`src/logic/rsapd_pkg.sv`:
```
// Purpose: Shared constants and types for the RS-232 power-mode controller
// Assumes: pclk at 40 MHz, APB with 32-bit data
// Notes: Times are kept in their own units; cycle counts derive from them
package rsapd_pkg;
  // Clock and timebase
  localparam longint CLK_HZ = 40_000_000;
  localparam longint TICK_US = 1000;          // Timebase tick period, us
  localparam longint TICK_CYC = (TICK_US * CLK_HZ) / 1_000_000;
  localparam longint WAKE_US = 100;           // Device wake-up latency, us
  localparam longint WAKE_CYC = (WAKE_US * CLK_HZ + 999_999) / 1_000_000;
  localparam longint STARTUP_MS = 100;        // Forced-on window after reset
  localparam longint STARTUP_TICKS = (STARTUP_MS * 1000) / TICK_US;
  localparam longint IDLE_S = 30;             // Device inactivity timeout
  localparam longint IDLE_TICKS = (IDLE_S * 1_000_000) / TICK_US;
  localparam int TICK_W = 16;
  localparam int IDLE_W = 15;
  localparam int WAKE_W = 13;
  localparam int START_W = 7;

  // Channel counts and FIFO shape
  localparam int NTX = 3;
  localparam int NRX = 5;
  localparam int FIFO_DEPTH = 8;
  localparam int FIFO_CNT_W = 4;

  // Register byte offsets
  localparam logic [11:0] CTRL_OFF = 12'h000;
  localparam logic [11:0] STATUS_OFF = 12'h004;
  localparam logic [11:0] TXDATA_OFF = 12'h008;
  localparam logic [11:0] BAUD_OFF = 12'h00c;

  // Control field positions
  localparam int CTRL_MODE_LSB = 0;
  localparam int CTRL_SWON_BIT = 3;
  localparam int CTRL_WAITRDY_BIT = 4;
  localparam int CTRL_USED_LSB = 8;

  // Reset values
  localparam logic [31:0] CTRL_RST = 32'h0000_0710;
  localparam logic [15:0] BAUD_RST = 16'h0015;

  typedef enum logic [2:0] {
    MODE_AUTO = 3'b000,
    MODE_FORCE_ON = 3'b001,
    MODE_FORCE_OFF = 3'b010,
    MODE_VALID_ON = 3'b011,
    MODE_VALID_BOTH = 3'b100,
    MODE_SOFT = 3'b101
  } rsapd_mode_e;

  // Pins read from the transceiver
  typedef struct packed {
    logic level_valid_out;
    logic pump_ready;
    logic ring_monitor_out;
    logic [NRX-1:0] rx_out;
  } rsapd_dev_in_s;

  // Pins driven into the transceiver
  typedef struct packed {
    logic force_on_a;
    logic force_off_n;
    logic [NTX-1:0] tx_in;
  } rsapd_dev_out_s;
endpackage

```
`src/logic/rsapd_fifo.sv`:
```
// Purpose: Small flop-based FIFO with valid/ready on both sides
// Assumes: One clock, asynchronous active-low reset
// Notes: Full and empty are exact; count reports occupancy
`timescale 1ns/1ps
`default_nettype none
module rsapd_fifo #(
  parameter int WIDTH = 3,
  parameter int DEPTH = 8
) (
  input wire logic pclk,                     // Clock
  input wire logic presetn,                  // Async reset, active low
  input wire logic in_valid,                 // Write request
  output logic in_ready,                     // Space available
  input wire logic [WIDTH-1:0] in_data,      // Write data
  output logic out_valid,                    // Data available
  input wire logic out_ready,                // Read accept
  output logic [WIDTH-1:0] out_data,         // Head data
  output logic [$clog2(DEPTH):0] count       // Occupancy
);
  localparam int AW = $clog2(DEPTH);
  logic [WIDTH-1:0] mem_r [DEPTH];
  logic [AW-1:0] wp_r, wp_nxt, rp_r, rp_nxt;
  logic [AW:0] cnt_r, cnt_nxt;
  logic push, pop;

  // Handshakes and pointer arithmetic
  always_comb begin
    push = in_valid && in_ready;
    pop = out_valid && out_ready;
    wp_nxt = push ? ((wp_r == AW'(DEPTH - 1)) ? '0 : wp_r + 1'b1) : wp_r;
    rp_nxt = pop ? ((rp_r == AW'(DEPTH - 1)) ? '0 : rp_r + 1'b1) : rp_r;
    cnt_nxt = cnt_r + {{AW{1'b0}}, push} - {{AW{1'b0}}, pop};
  end

  // Pointer and count registers
  always_ff @(posedge pclk or negedge presetn) begin
    if (!presetn) begin
      wp_r <= '0;
      rp_r <= '0;
      cnt_r <= '0;
    end else begin
      wp_r <= wp_nxt;
      rp_r <= rp_nxt;
      cnt_r <= cnt_nxt;
    end
  end

  // Storage, one write port per entry
  genvar g;
  generate
    for (g = 0; g < DEPTH; g++) begin : g_ent
      always_ff @(posedge pclk or negedge presetn) begin
        if (!presetn) begin
          mem_r[g] <= '0;
        end else if (push && wp_r == AW'(g)) begin
          mem_r[g] <= in_data;
        end
      end
    end
  endgenerate

  assign in_ready = (cnt_r != (AW+1)'(DEPTH));
  assign out_valid = (cnt_r != '0);
  assign out_data = mem_r[rp_r];
  assign count = cnt_r;
endmodule
`default_nettype wire

```
`src/logic/rsapd_ctrl.sv`:
```
// Purpose: Host-side power-mode and transmit controller for an RS-232 transceiver
// Assumes: APB slave for software, transceiver pins asynchronous to pclk
// Notes: Transmit words are paced out of an 8-word FIFO at the baud tick
// What this block does
// - force_on_a from level_valid: sleep only without valid level and edges.
// - Both forces from level_valid: sleep exactly while no valid level.
// - Controller forces transmitters on for 100 ms after power-up, except in forced-off mode.
// - Software shutdown drives both force controls from one signal.
// - Unused transmitter inputs are tied to a fixed logic level.
//
// Implementation choices: the APB interface to the registers and the placing of the registers.
`timescale 1ns/1ps
`default_nettype none
module rsapd_ctrl #(
  parameter int unsigned TICK_CYCLES = 40000,   // Cycles per timebase tick
  parameter int unsigned IDLE_TICKS_P = 30000   // Ticks to device idle timeout
) (
  input wire logic pclk,                        // 40 MHz clock
  input wire logic presetn,                     // Async reset, active low
  input wire logic psel,                        // APB select
  input wire logic penable,                     // APB enable
  input wire logic pwrite,                      // APB direction
  input wire logic [11:0] paddr,                // APB byte address
  input wire logic [31:0] pwdata,               // APB write data
  output logic [31:0] prdata,                   // APB read data
  output logic pready,                          // APB ready
  output logic pslverr,                         // APB error
  input wire rsapd_pkg::rsapd_dev_in_s dev_in,  // Transceiver status pins
  output rsapd_pkg::rsapd_dev_out_s dev_out     // Transceiver control pins
);
  localparam int NTX = rsapd_pkg::NTX;
  localparam int CW = rsapd_pkg::FIFO_CNT_W;

  // Register state
  logic [31:0] ctrl_r, ctrl_nxt, prdata_r, prdata_nxt;
  logic [15:0] baud_r, baud_nxt;
  logic pready_r, pready_nxt, pslverr_r, pslverr_nxt;
  // Pin state
  rsapd_pkg::rsapd_dev_in_s s1_r, s2_r, s3_r;
  rsapd_pkg::rsapd_dev_out_s out_r, out_nxt;
  // Timers
  logic [rsapd_pkg::TICK_W-1:0] tick_cnt_r, tick_cnt_nxt;
  logic [rsapd_pkg::START_W-1:0] start_cnt_r, start_cnt_nxt;
  logic [rsapd_pkg::IDLE_W-1:0] idle_cnt_r, idle_cnt_nxt;
  logic [rsapd_pkg::WAKE_W-1:0] wake_cnt_r, wake_cnt_nxt;
  logic [15:0] baud_cnt_r, baud_cnt_nxt;
  logic tick, baud_tick, startup, idle_done, awake, tx_ready, edge_seen;
  // FIFO link
  logic push, fifo_in_ready, fifo_out_valid, pop;
  logic [NTX-1:0] fifo_data;
  logic [CW-1:0] fifo_cnt;
  rsapd_pkg::rsapd_mode_e mode;
  logic [NTX-1:0] used;
  logic mapped, commit;

  assign mode = rsapd_pkg::rsapd_mode_e'(ctrl_r[rsapd_pkg::CTRL_MODE_LSB +: 3]);
  assign used = ctrl_r[rsapd_pkg::CTRL_USED_LSB +: NTX];

  // Two-stage synchroniser plus history stage for edges
  always_ff @(posedge pclk or negedge presetn) begin
    if (!presetn) begin
      s1_r <= '0;
      s2_r <= '0;
      s3_r <= '0;
    end else begin
      s1_r <= dev_in;
      s2_r <= s1_r;
      s3_r <= s2_r;
    end
  end

  // APB decode, read mux and register writes
  always_comb begin
    mapped = (paddr == rsapd_pkg::CTRL_OFF) || (paddr == rsapd_pkg::STATUS_OFF) ||
             (paddr == rsapd_pkg::TXDATA_OFF) || (paddr == rsapd_pkg::BAUD_OFF);
    commit = psel && penable && pready_r;
    pready_nxt = 1'b0;
    pslverr_nxt = 1'b0;
    prdata_nxt = prdata_r;
    ctrl_nxt = ctrl_r;
    baud_nxt = baud_r;
    push = 1'b0;
    if (psel && !pready_r) begin
      // TXDATA write waits while the FIFO is full
      if (!(pwrite && paddr == rsapd_pkg::TXDATA_OFF && !fifo_in_ready)) begin
        pready_nxt = 1'b1;
        pslverr_nxt = !mapped;
        prdata_nxt = 32'h0000_0000;
        if (!pwrite && paddr == rsapd_pkg::CTRL_OFF) begin
          prdata_nxt = ctrl_r;
        end else if (!pwrite && paddr == rsapd_pkg::STATUS_OFF) begin
          // Receiver outputs are shown as the inverted logic the device delivers
          prdata_nxt = {16'h0000, fifo_cnt, tx_ready, idle_done, startup, awake,
                        s2_r.rx_out, s2_r.ring_monitor_out, s2_r.pump_ready,
                        s2_r.level_valid_out};
        end else if (!pwrite && paddr == rsapd_pkg::BAUD_OFF) begin
          prdata_nxt = {16'h0000, baud_r};
        end
      end
    end
    if (commit && pwrite) begin
      if (paddr == rsapd_pkg::CTRL_OFF) begin
        ctrl_nxt = {21'h00_0000, pwdata[10:8], 3'b000, pwdata[4:0]};
      end else if (paddr == rsapd_pkg::BAUD_OFF) begin
        baud_nxt = pwdata[15:0];
      end else if (paddr == rsapd_pkg::TXDATA_OFF) begin
        push = 1'b1;
      end
    end
  end

  // APB register bank
  always_ff @(posedge pclk or negedge presetn) begin
    if (!presetn) begin
      ctrl_r <= rsapd_pkg::CTRL_RST;
      baud_r <= rsapd_pkg::BAUD_RST;
      prdata_r <= 32'h0000_0000;
      pready_r <= 1'b0;
      pslverr_r <= 1'b0;
    end else begin
      ctrl_r <= ctrl_nxt;
      baud_r <= baud_nxt;
      prdata_r <= prdata_nxt;
      pready_r <= pready_nxt;
      pslverr_r <= pslverr_nxt;
    end
  end

  // Transmit word buffer
  rsapd_fifo #(
    .WIDTH(NTX),
    .DEPTH(rsapd_pkg::FIFO_DEPTH)
  ) u_fifo (
    .pclk(pclk),
    .presetn(presetn),
    .in_valid(push),
    .in_ready(fifo_in_ready),
    .in_data(pwdata[NTX-1:0]),
    .out_valid(fifo_out_valid),
    .out_ready(pop),
    .out_data(fifo_data),
    .count(fifo_cnt)
  );

  // Force-control decode, startup override and transmit pacing
  always_comb begin
    out_nxt = out_r;
    unique case (mode)
      rsapd_pkg::MODE_AUTO: begin
        out_nxt.force_on_a = 1'b0;
        out_nxt.force_off_n = 1'b1;
      end
      rsapd_pkg::MODE_FORCE_ON: begin
        out_nxt.force_on_a = 1'b1;
        out_nxt.force_off_n = 1'b1;
      end
      rsapd_pkg::MODE_FORCE_OFF: begin
        out_nxt.force_on_a = 1'b0;
        out_nxt.force_off_n = 1'b0;
      end
      rsapd_pkg::MODE_VALID_ON: begin
        out_nxt.force_on_a = s2_r.level_valid_out;
        out_nxt.force_off_n = 1'b1;
      end
      rsapd_pkg::MODE_VALID_BOTH: begin
        out_nxt.force_on_a = s2_r.level_valid_out;
        out_nxt.force_off_n = s2_r.level_valid_out;
      end
      rsapd_pkg::MODE_SOFT: begin
        out_nxt.force_on_a = ctrl_r[rsapd_pkg::CTRL_SWON_BIT];
        out_nxt.force_off_n = ctrl_r[rsapd_pkg::CTRL_SWON_BIT];
      end
      default: begin
        out_nxt.force_on_a = 1'b0;
        out_nxt.force_off_n = 1'b1;
      end
    endcase
    // Wake-up window after reset, unless mode is forced off
    if (startup && mode != rsapd_pkg::MODE_FORCE_OFF) begin
      out_nxt.force_on_a = 1'b1;
      out_nxt.force_off_n = 1'b1;
    end
    pop = fifo_out_valid && tx_ready && baud_tick;
    if (pop) begin
      out_nxt.tx_in = fifo_data;
    end
    out_nxt.tx_in = (out_nxt.tx_in & used) | ~used;
  end

  // Predicted device state: forced off wins, then forced on, then idle timer
  always_comb begin
    if (!out_r.force_off_n) begin
      awake = 1'b0;
    end else if (out_r.force_on_a) begin
      awake = 1'b1;
    end else begin
      awake = !idle_done;
    end
  end

  // Edges on transmit pins, and on receiver outputs while they are driven
  assign edge_seen = (out_nxt.tx_in != out_r.tx_in) ||
                     ((s2_r.rx_out != s3_r.rx_out) && out_r.force_off_n);
  assign tick = (tick_cnt_r == rsapd_pkg::TICK_W'(TICK_CYCLES - 1));
  assign baud_tick = (baud_cnt_r >= baud_r);
  assign startup = (start_cnt_r != rsapd_pkg::START_W'(rsapd_pkg::STARTUP_TICKS));
  assign idle_done = (idle_cnt_r == rsapd_pkg::IDLE_W'(IDLE_TICKS_P));
  // Transmit only once awake, settled, and optionally pump_ready high
  assign tx_ready = awake && (wake_cnt_r == rsapd_pkg::WAKE_W'(rsapd_pkg::WAKE_CYC)) &&
                    (s2_r.pump_ready || !ctrl_r[rsapd_pkg::CTRL_WAITRDY_BIT]);

  // Timer next values
  always_comb begin
    tick_cnt_nxt = tick ? '0 : tick_cnt_r + 1'b1;
    baud_cnt_nxt = baud_tick ? 16'h0000 : baud_cnt_r + 16'h0001;
    start_cnt_nxt = (startup && tick) ? start_cnt_r + 1'b1 : start_cnt_r;
    idle_cnt_nxt = idle_cnt_r;
    if (edge_seen) begin
      idle_cnt_nxt = '0;
    end else if (tick && !idle_done) begin
      idle_cnt_nxt = idle_cnt_r + 1'b1;
    end
    wake_cnt_nxt = wake_cnt_r;
    if (!awake) begin
      wake_cnt_nxt = '0;
    end else if (wake_cnt_r != rsapd_pkg::WAKE_W'(rsapd_pkg::WAKE_CYC)) begin
      wake_cnt_nxt = wake_cnt_r + 1'b1;
    end
  end

  // Timer and pin registers
  always_ff @(posedge pclk or negedge presetn) begin
    if (!presetn) begin
      tick_cnt_r <= '0;
      baud_cnt_r <= 16'h0000;
      start_cnt_r <= '0;
      idle_cnt_r <= '0;
      wake_cnt_r <= '0;
      out_r <= '{force_on_a: 1'b1, force_off_n: 1'b1, tx_in: '1};
    end else begin
      tick_cnt_r <= tick_cnt_nxt;
      baud_cnt_r <= baud_cnt_nxt;
      start_cnt_r <= start_cnt_nxt;
      idle_cnt_r <= idle_cnt_nxt;
      wake_cnt_r <= wake_cnt_nxt;
      out_r <= out_nxt;
    end
  end

  assign prdata = prdata_r;
  assign pready = pready_r;
  assign pslverr = pslverr_r;
  assign dev_out = out_r;
endmodule
`default_nettype wire

```
`config.mk`:
```
export PLATFORM = sky130hd
export DESIGN_NAME = rsapd_ctrl
export DESIGN_NICKNAME = d
export VERILOG_FILES = /design/src/logic/rsapd_pkg.sv /design/src/logic/rsapd_fifo.sv /design/src/logic/rsapd_ctrl.sv
export SDC_FILE = /design/constraint.sdc
export NUM_CORES = 1
export LEC_CHECK = 0
export BUFFER_PORTS_ARGS = -buffer_cell sky130_fd_sc_hd__buf_2
export CAP_MARGIN = 20
export CORE_ASPECT_RATIO = 2
export CORE_MARGIN = 10
export CORE_UTILIZATION = 46
export CTS_CLUSTER_DIAMETER = 30
export DETAILED_ROUTE_END_ITERATION = 7
export GPL_ROUTABILITY_DRIVEN = 0
export PLACE_DENSITY_LB_ADDON = 0.08
export SETUP_SLACK_MARGIN = 0.3
export SYNTH_ARGS = -nofsm -noshare
export SYNTH_HDL_FRONTEND = slang
export SYNTH_HIERARCHICAL = 1
export SYNTH_SLANG_ARGS = --single-unit
```
`constraint.sdc`:
```
create_clock -name pclk -period 6.69 [get_ports pclk]
set_clock_uncertainty 0.05 [all_clocks]
set_input_delay 0.669 -clock pclk [delete_from_list [all_inputs] [get_ports pclk]]
set_output_delay 0.669 -clock pclk [all_outputs]
set_load 0.02 [all_outputs]
```
==> flow_summary.toml <==
[status]
status = "complete, no violations"

[clock_network]
postCtsSetupBuffers = 0
cts.sinks = 169
cts_buffer_depth = 2
hold_buffers = 0
cts_resized = 0
clk_pin_slew_ns = 0.07
htree_num_levels = 4
clk-insertion-delay-late_ns = 0.43
cts_root_buffer = "clkbuf_16"
cts_tree = "yes"
cts_buffers = 17

[finish]
stdcell_area_um2 = 9510
syn2layout_area_growth_pct = 12.3
nets = 920
diodes = 0
utilization_pct = 52.2
drive_above_1_share_pct = 21.1

[pwr]
power_density_nw_per_um2 = 220
p_leak_nw = 4.50
ir_drop_mv = 0.126

[global_routing]
grt_max_degree = 81
antenna_found_initial = 0
grt_util_all_layers_pct = 16.6
grt_overflow = 0
grt_first_pass_wirelength_mm = 32.0
grt_pass1_vias = 6219

[sta]
period_needed_ns = 3.74
slew_violations = 0
hold_ws_ns = 0.252
fin_crit_sh_pct = 55.9
rsz0062_at_grt = "no"
hold_violations = 0
finalSetupTns_ns = 0
setup_viol = 0
worst_pin_slew_ns = 0.808
fmax_ghz = 0.267
slew_headroom_pct = 46.0

[synth]
synth_cell_type_count = 66
synth_area_um2 = 8470
yosysTopAreaCell = "dfrtp_1"
synth_cells = 759
synth_seq_cells = 169
yosys_warnings = 6
synthArstFlopShare_pct = 100
synth_area_per_cell_um2 = 11.2
ys.flop_type = "dfrtp_1"
synth_edf_count = 0
synth.area.top_cells = "dfrtp_1 46%, ha_1 5.6%, xnor2_1 3.9%, mux2_2 3.9%, dfstp_2 3.7%"
yosysSeqAreaShare_pct = 50.1
synth_top_area_share_pct = 46.4

[floorplanning]
start_util_pct = 46.5
die_w_um = 116
ios = 96
core_um2 = 18200
die_y_um = 212
fp.dieArea_um2 = 24600
std_cell_rows = 70

[critical_path]
r2r-start = "baud_r[0]$_DFFE_PN1P_"
worstSetupStartpoint = "baud_r[0]$_DFFE_PN1P_"
worstReg2RegEnd = "u_fifo/count[1]$_DFF_PN0_"
crit_arrival_ns = 4.02
worstPathRequired_ns = 6.96
worstSetupStartpointType = "register"
reg2reg_depth = 14
worstSetupEndpoint = "u_fifo/count[1]$_DFF_PN0_"
r2r_slack_ns = 2.95
critPathMaxFanout = 16
endpoint_kind = "register"
path_class = "reg2reg"

[hold_path]
holdCritPathClass = "in2async"

[detailed_routing]
dr_total_vias = 5713
drt-initial-drc-count = 277
dr.pass1.iters = 6
wl_mm = 19.3
wl_per_cell_um = 18.4
drc_errors = 0
final_antenna_net_count = 0
viasPerCell = 5.43

[placed_design]
place_area_um2 = 8960
dp_hpwl_mm = 14.8
io_buffers = 63

[job]
drv_cap = 0
==> how the worst min path moves through the flow <==
| stage | cells past startpoint | start | slack (ns) | endpoint |
|---|---|---|---|---|
| 6_report | 1 | presetn | 0.25 | tick_cnt_r[15]$_DFF_PN0_ |
| 5_1_grt | 1 | dev_in[2] | 0.27 | s1_r[2]$_DFF_PN0_ |
| 4_1_cts | 1 | presetn | 0.26 | tick_cnt_r[15]$_DFF_PN0_ |
| 3_5_place_dp | 0 | s1_r[2]$_DFF_PN0_ | 0.29 | s2_r[2]$_DFF_PN0_ |
| 3_3_place_gp | 0 | s1_r[3]$_DFF_PN0_ | 0.29 | s2_r[3]$_DFF_PN0_ |
| 2_1_floorplan | 0 | s1_r[0]$_DFF_PN0_ | 0.28 | s2_r[0]$_DFF_PN0_ |
==> per-stage QoR <==
step | instances | power, W | setup slack (ns)
floorplan | 774 | 0.00114 | 3.33
global placement | 1021 | 0.00118 | 3.00
detailed placement | 1021 | 0.00119 | 2.96
CTS | 1053 | 0.00212 | 2.95
global route | 1053 | 0.00218 | 2.75
finish | 1053 | 0.00209 | 2.95
==> critical path, cell delays in order (launching register included) <==
cell and delay (ns):
dfstp_2 0.55, ha_1 0.22, nand2b_1 0.14, a2111o_1 0.40, a32oi_1 0.56, a21oi_2 0.11
buf_4 0.23, nand2_1 0.19, inv_1 0.09, ha_1 0.29, inv_1 0.05, ha_1 0.16
inv_1 0.06, fa_1 0.48, inv_1 0.04
==> synthesized netlist by cell type, types with 2 or more instances <==
cell type / instances
or4bb_1: 2
and3_4: 2
o31ai_1: 7
mux2_2: 29
and3_1: 10
or4b_1: 3
or4_1: 2
dfstp_2: 12
nor3_1: 14
nand2b_1: 3
buf_6: 2
nand3_1: 22
xor2_1: 24
buf_4: 16
inv_1: 48
mux2i_1: 19
o21ai_0: 24
a2bb2oi_1: 7
a211oi_2: 9
a21oi_1: 15
nand4_1: 15
or3_1: 7
dfrtp_1: 157
and2_1: 3
nor2b_1: 12
a21o_1: 3
o21ai_1: 7
mux4_2: 6
ha_1: 38
nand2_1: 64
nand4b_1: 2
clkbuf_1: 16
nor2_1: 48
a211oi_1: 8
buf_2: 4
a22oi_1: 2
mux2_1: 8
xnor2_1: 38
nor3b_1: 2
nor4_1: 14
mux2_4: 6
and4_1: 5
==> layout make-up <==
cell class	count	area (µm²)
multi-input combinational	517	3880
sequential	169	4240
fill	1660	8700
timing repair buffer	69	367
clock buffer	20	467
tap	216	270
inverter	50	190
clock inverter	12	91.3
==> cell usage in the layout (no fill, tap or decap), types with 9 or more instances in the layout <==
master     instances
a211oi_2           9
dfstp_2           12
mux2_2            29
buf_2             62
nand4_1           15
xor2_1            24
xnor2_1           38
inv_1             48
nor3_1            14
nor2b_1           12
and3_1            10
o21ai_0           24
conb_1            16
nor2_1            48
dfrtp_1          157
nand3_1           22
nor4_1            13
mux2i_1           19
a21oi_1           15
clkbuf_16         17
ha_1              38
nand2_1           64
==> per-layer routing <==
layer / vias up / part of all wire [%] / global-route usage [%]
met1: 2853 / 38 / 17.8
met5: - / 0 / 0
met4: 0 / 1.6 / 6.07
met3: 24 / 3.0 / 3.03
li1: 2748 / - / -
met2: 88 / 57 / 31.0
==> logic make-up after synthesis <==
group / Yosys count / share of synthesized area [%]
other cells: 1 / 0.0443
compound gates: 96 / 8.32
buf+inv: 88 / 4.87
mux: 68 / 9.82
xor+xnor: 62 / 6.41
simple gates: 236 / 14.6
fa+ha+maj: 39 / 5.85
flops: 169 / 50.1
==> registers in the layout, summed over array words and instances (netlist names), 7 cells and up <==
signal / count
baud_cnt_r: 16
wake_cnt_r: 13
ctrl_r: 8
idle_cnt_r: 15
u_fifo/mem_r: 24
s1_r: 8
prdata: 16
start_cnt_r: 7
tick_cnt_r: 16
s2_r: 8
baud_r: 16
==> power by group <==
group          leakage [nW]  switching, W  internal [W]
clock                 0.273      0.000421      0.000508
sequential             2.14     0.0000244       0.00105
combinational          2.08     0.0000637     0.0000330
total                  4.50      0.000509       0.00159
Power figures use the tool's default switching activity.
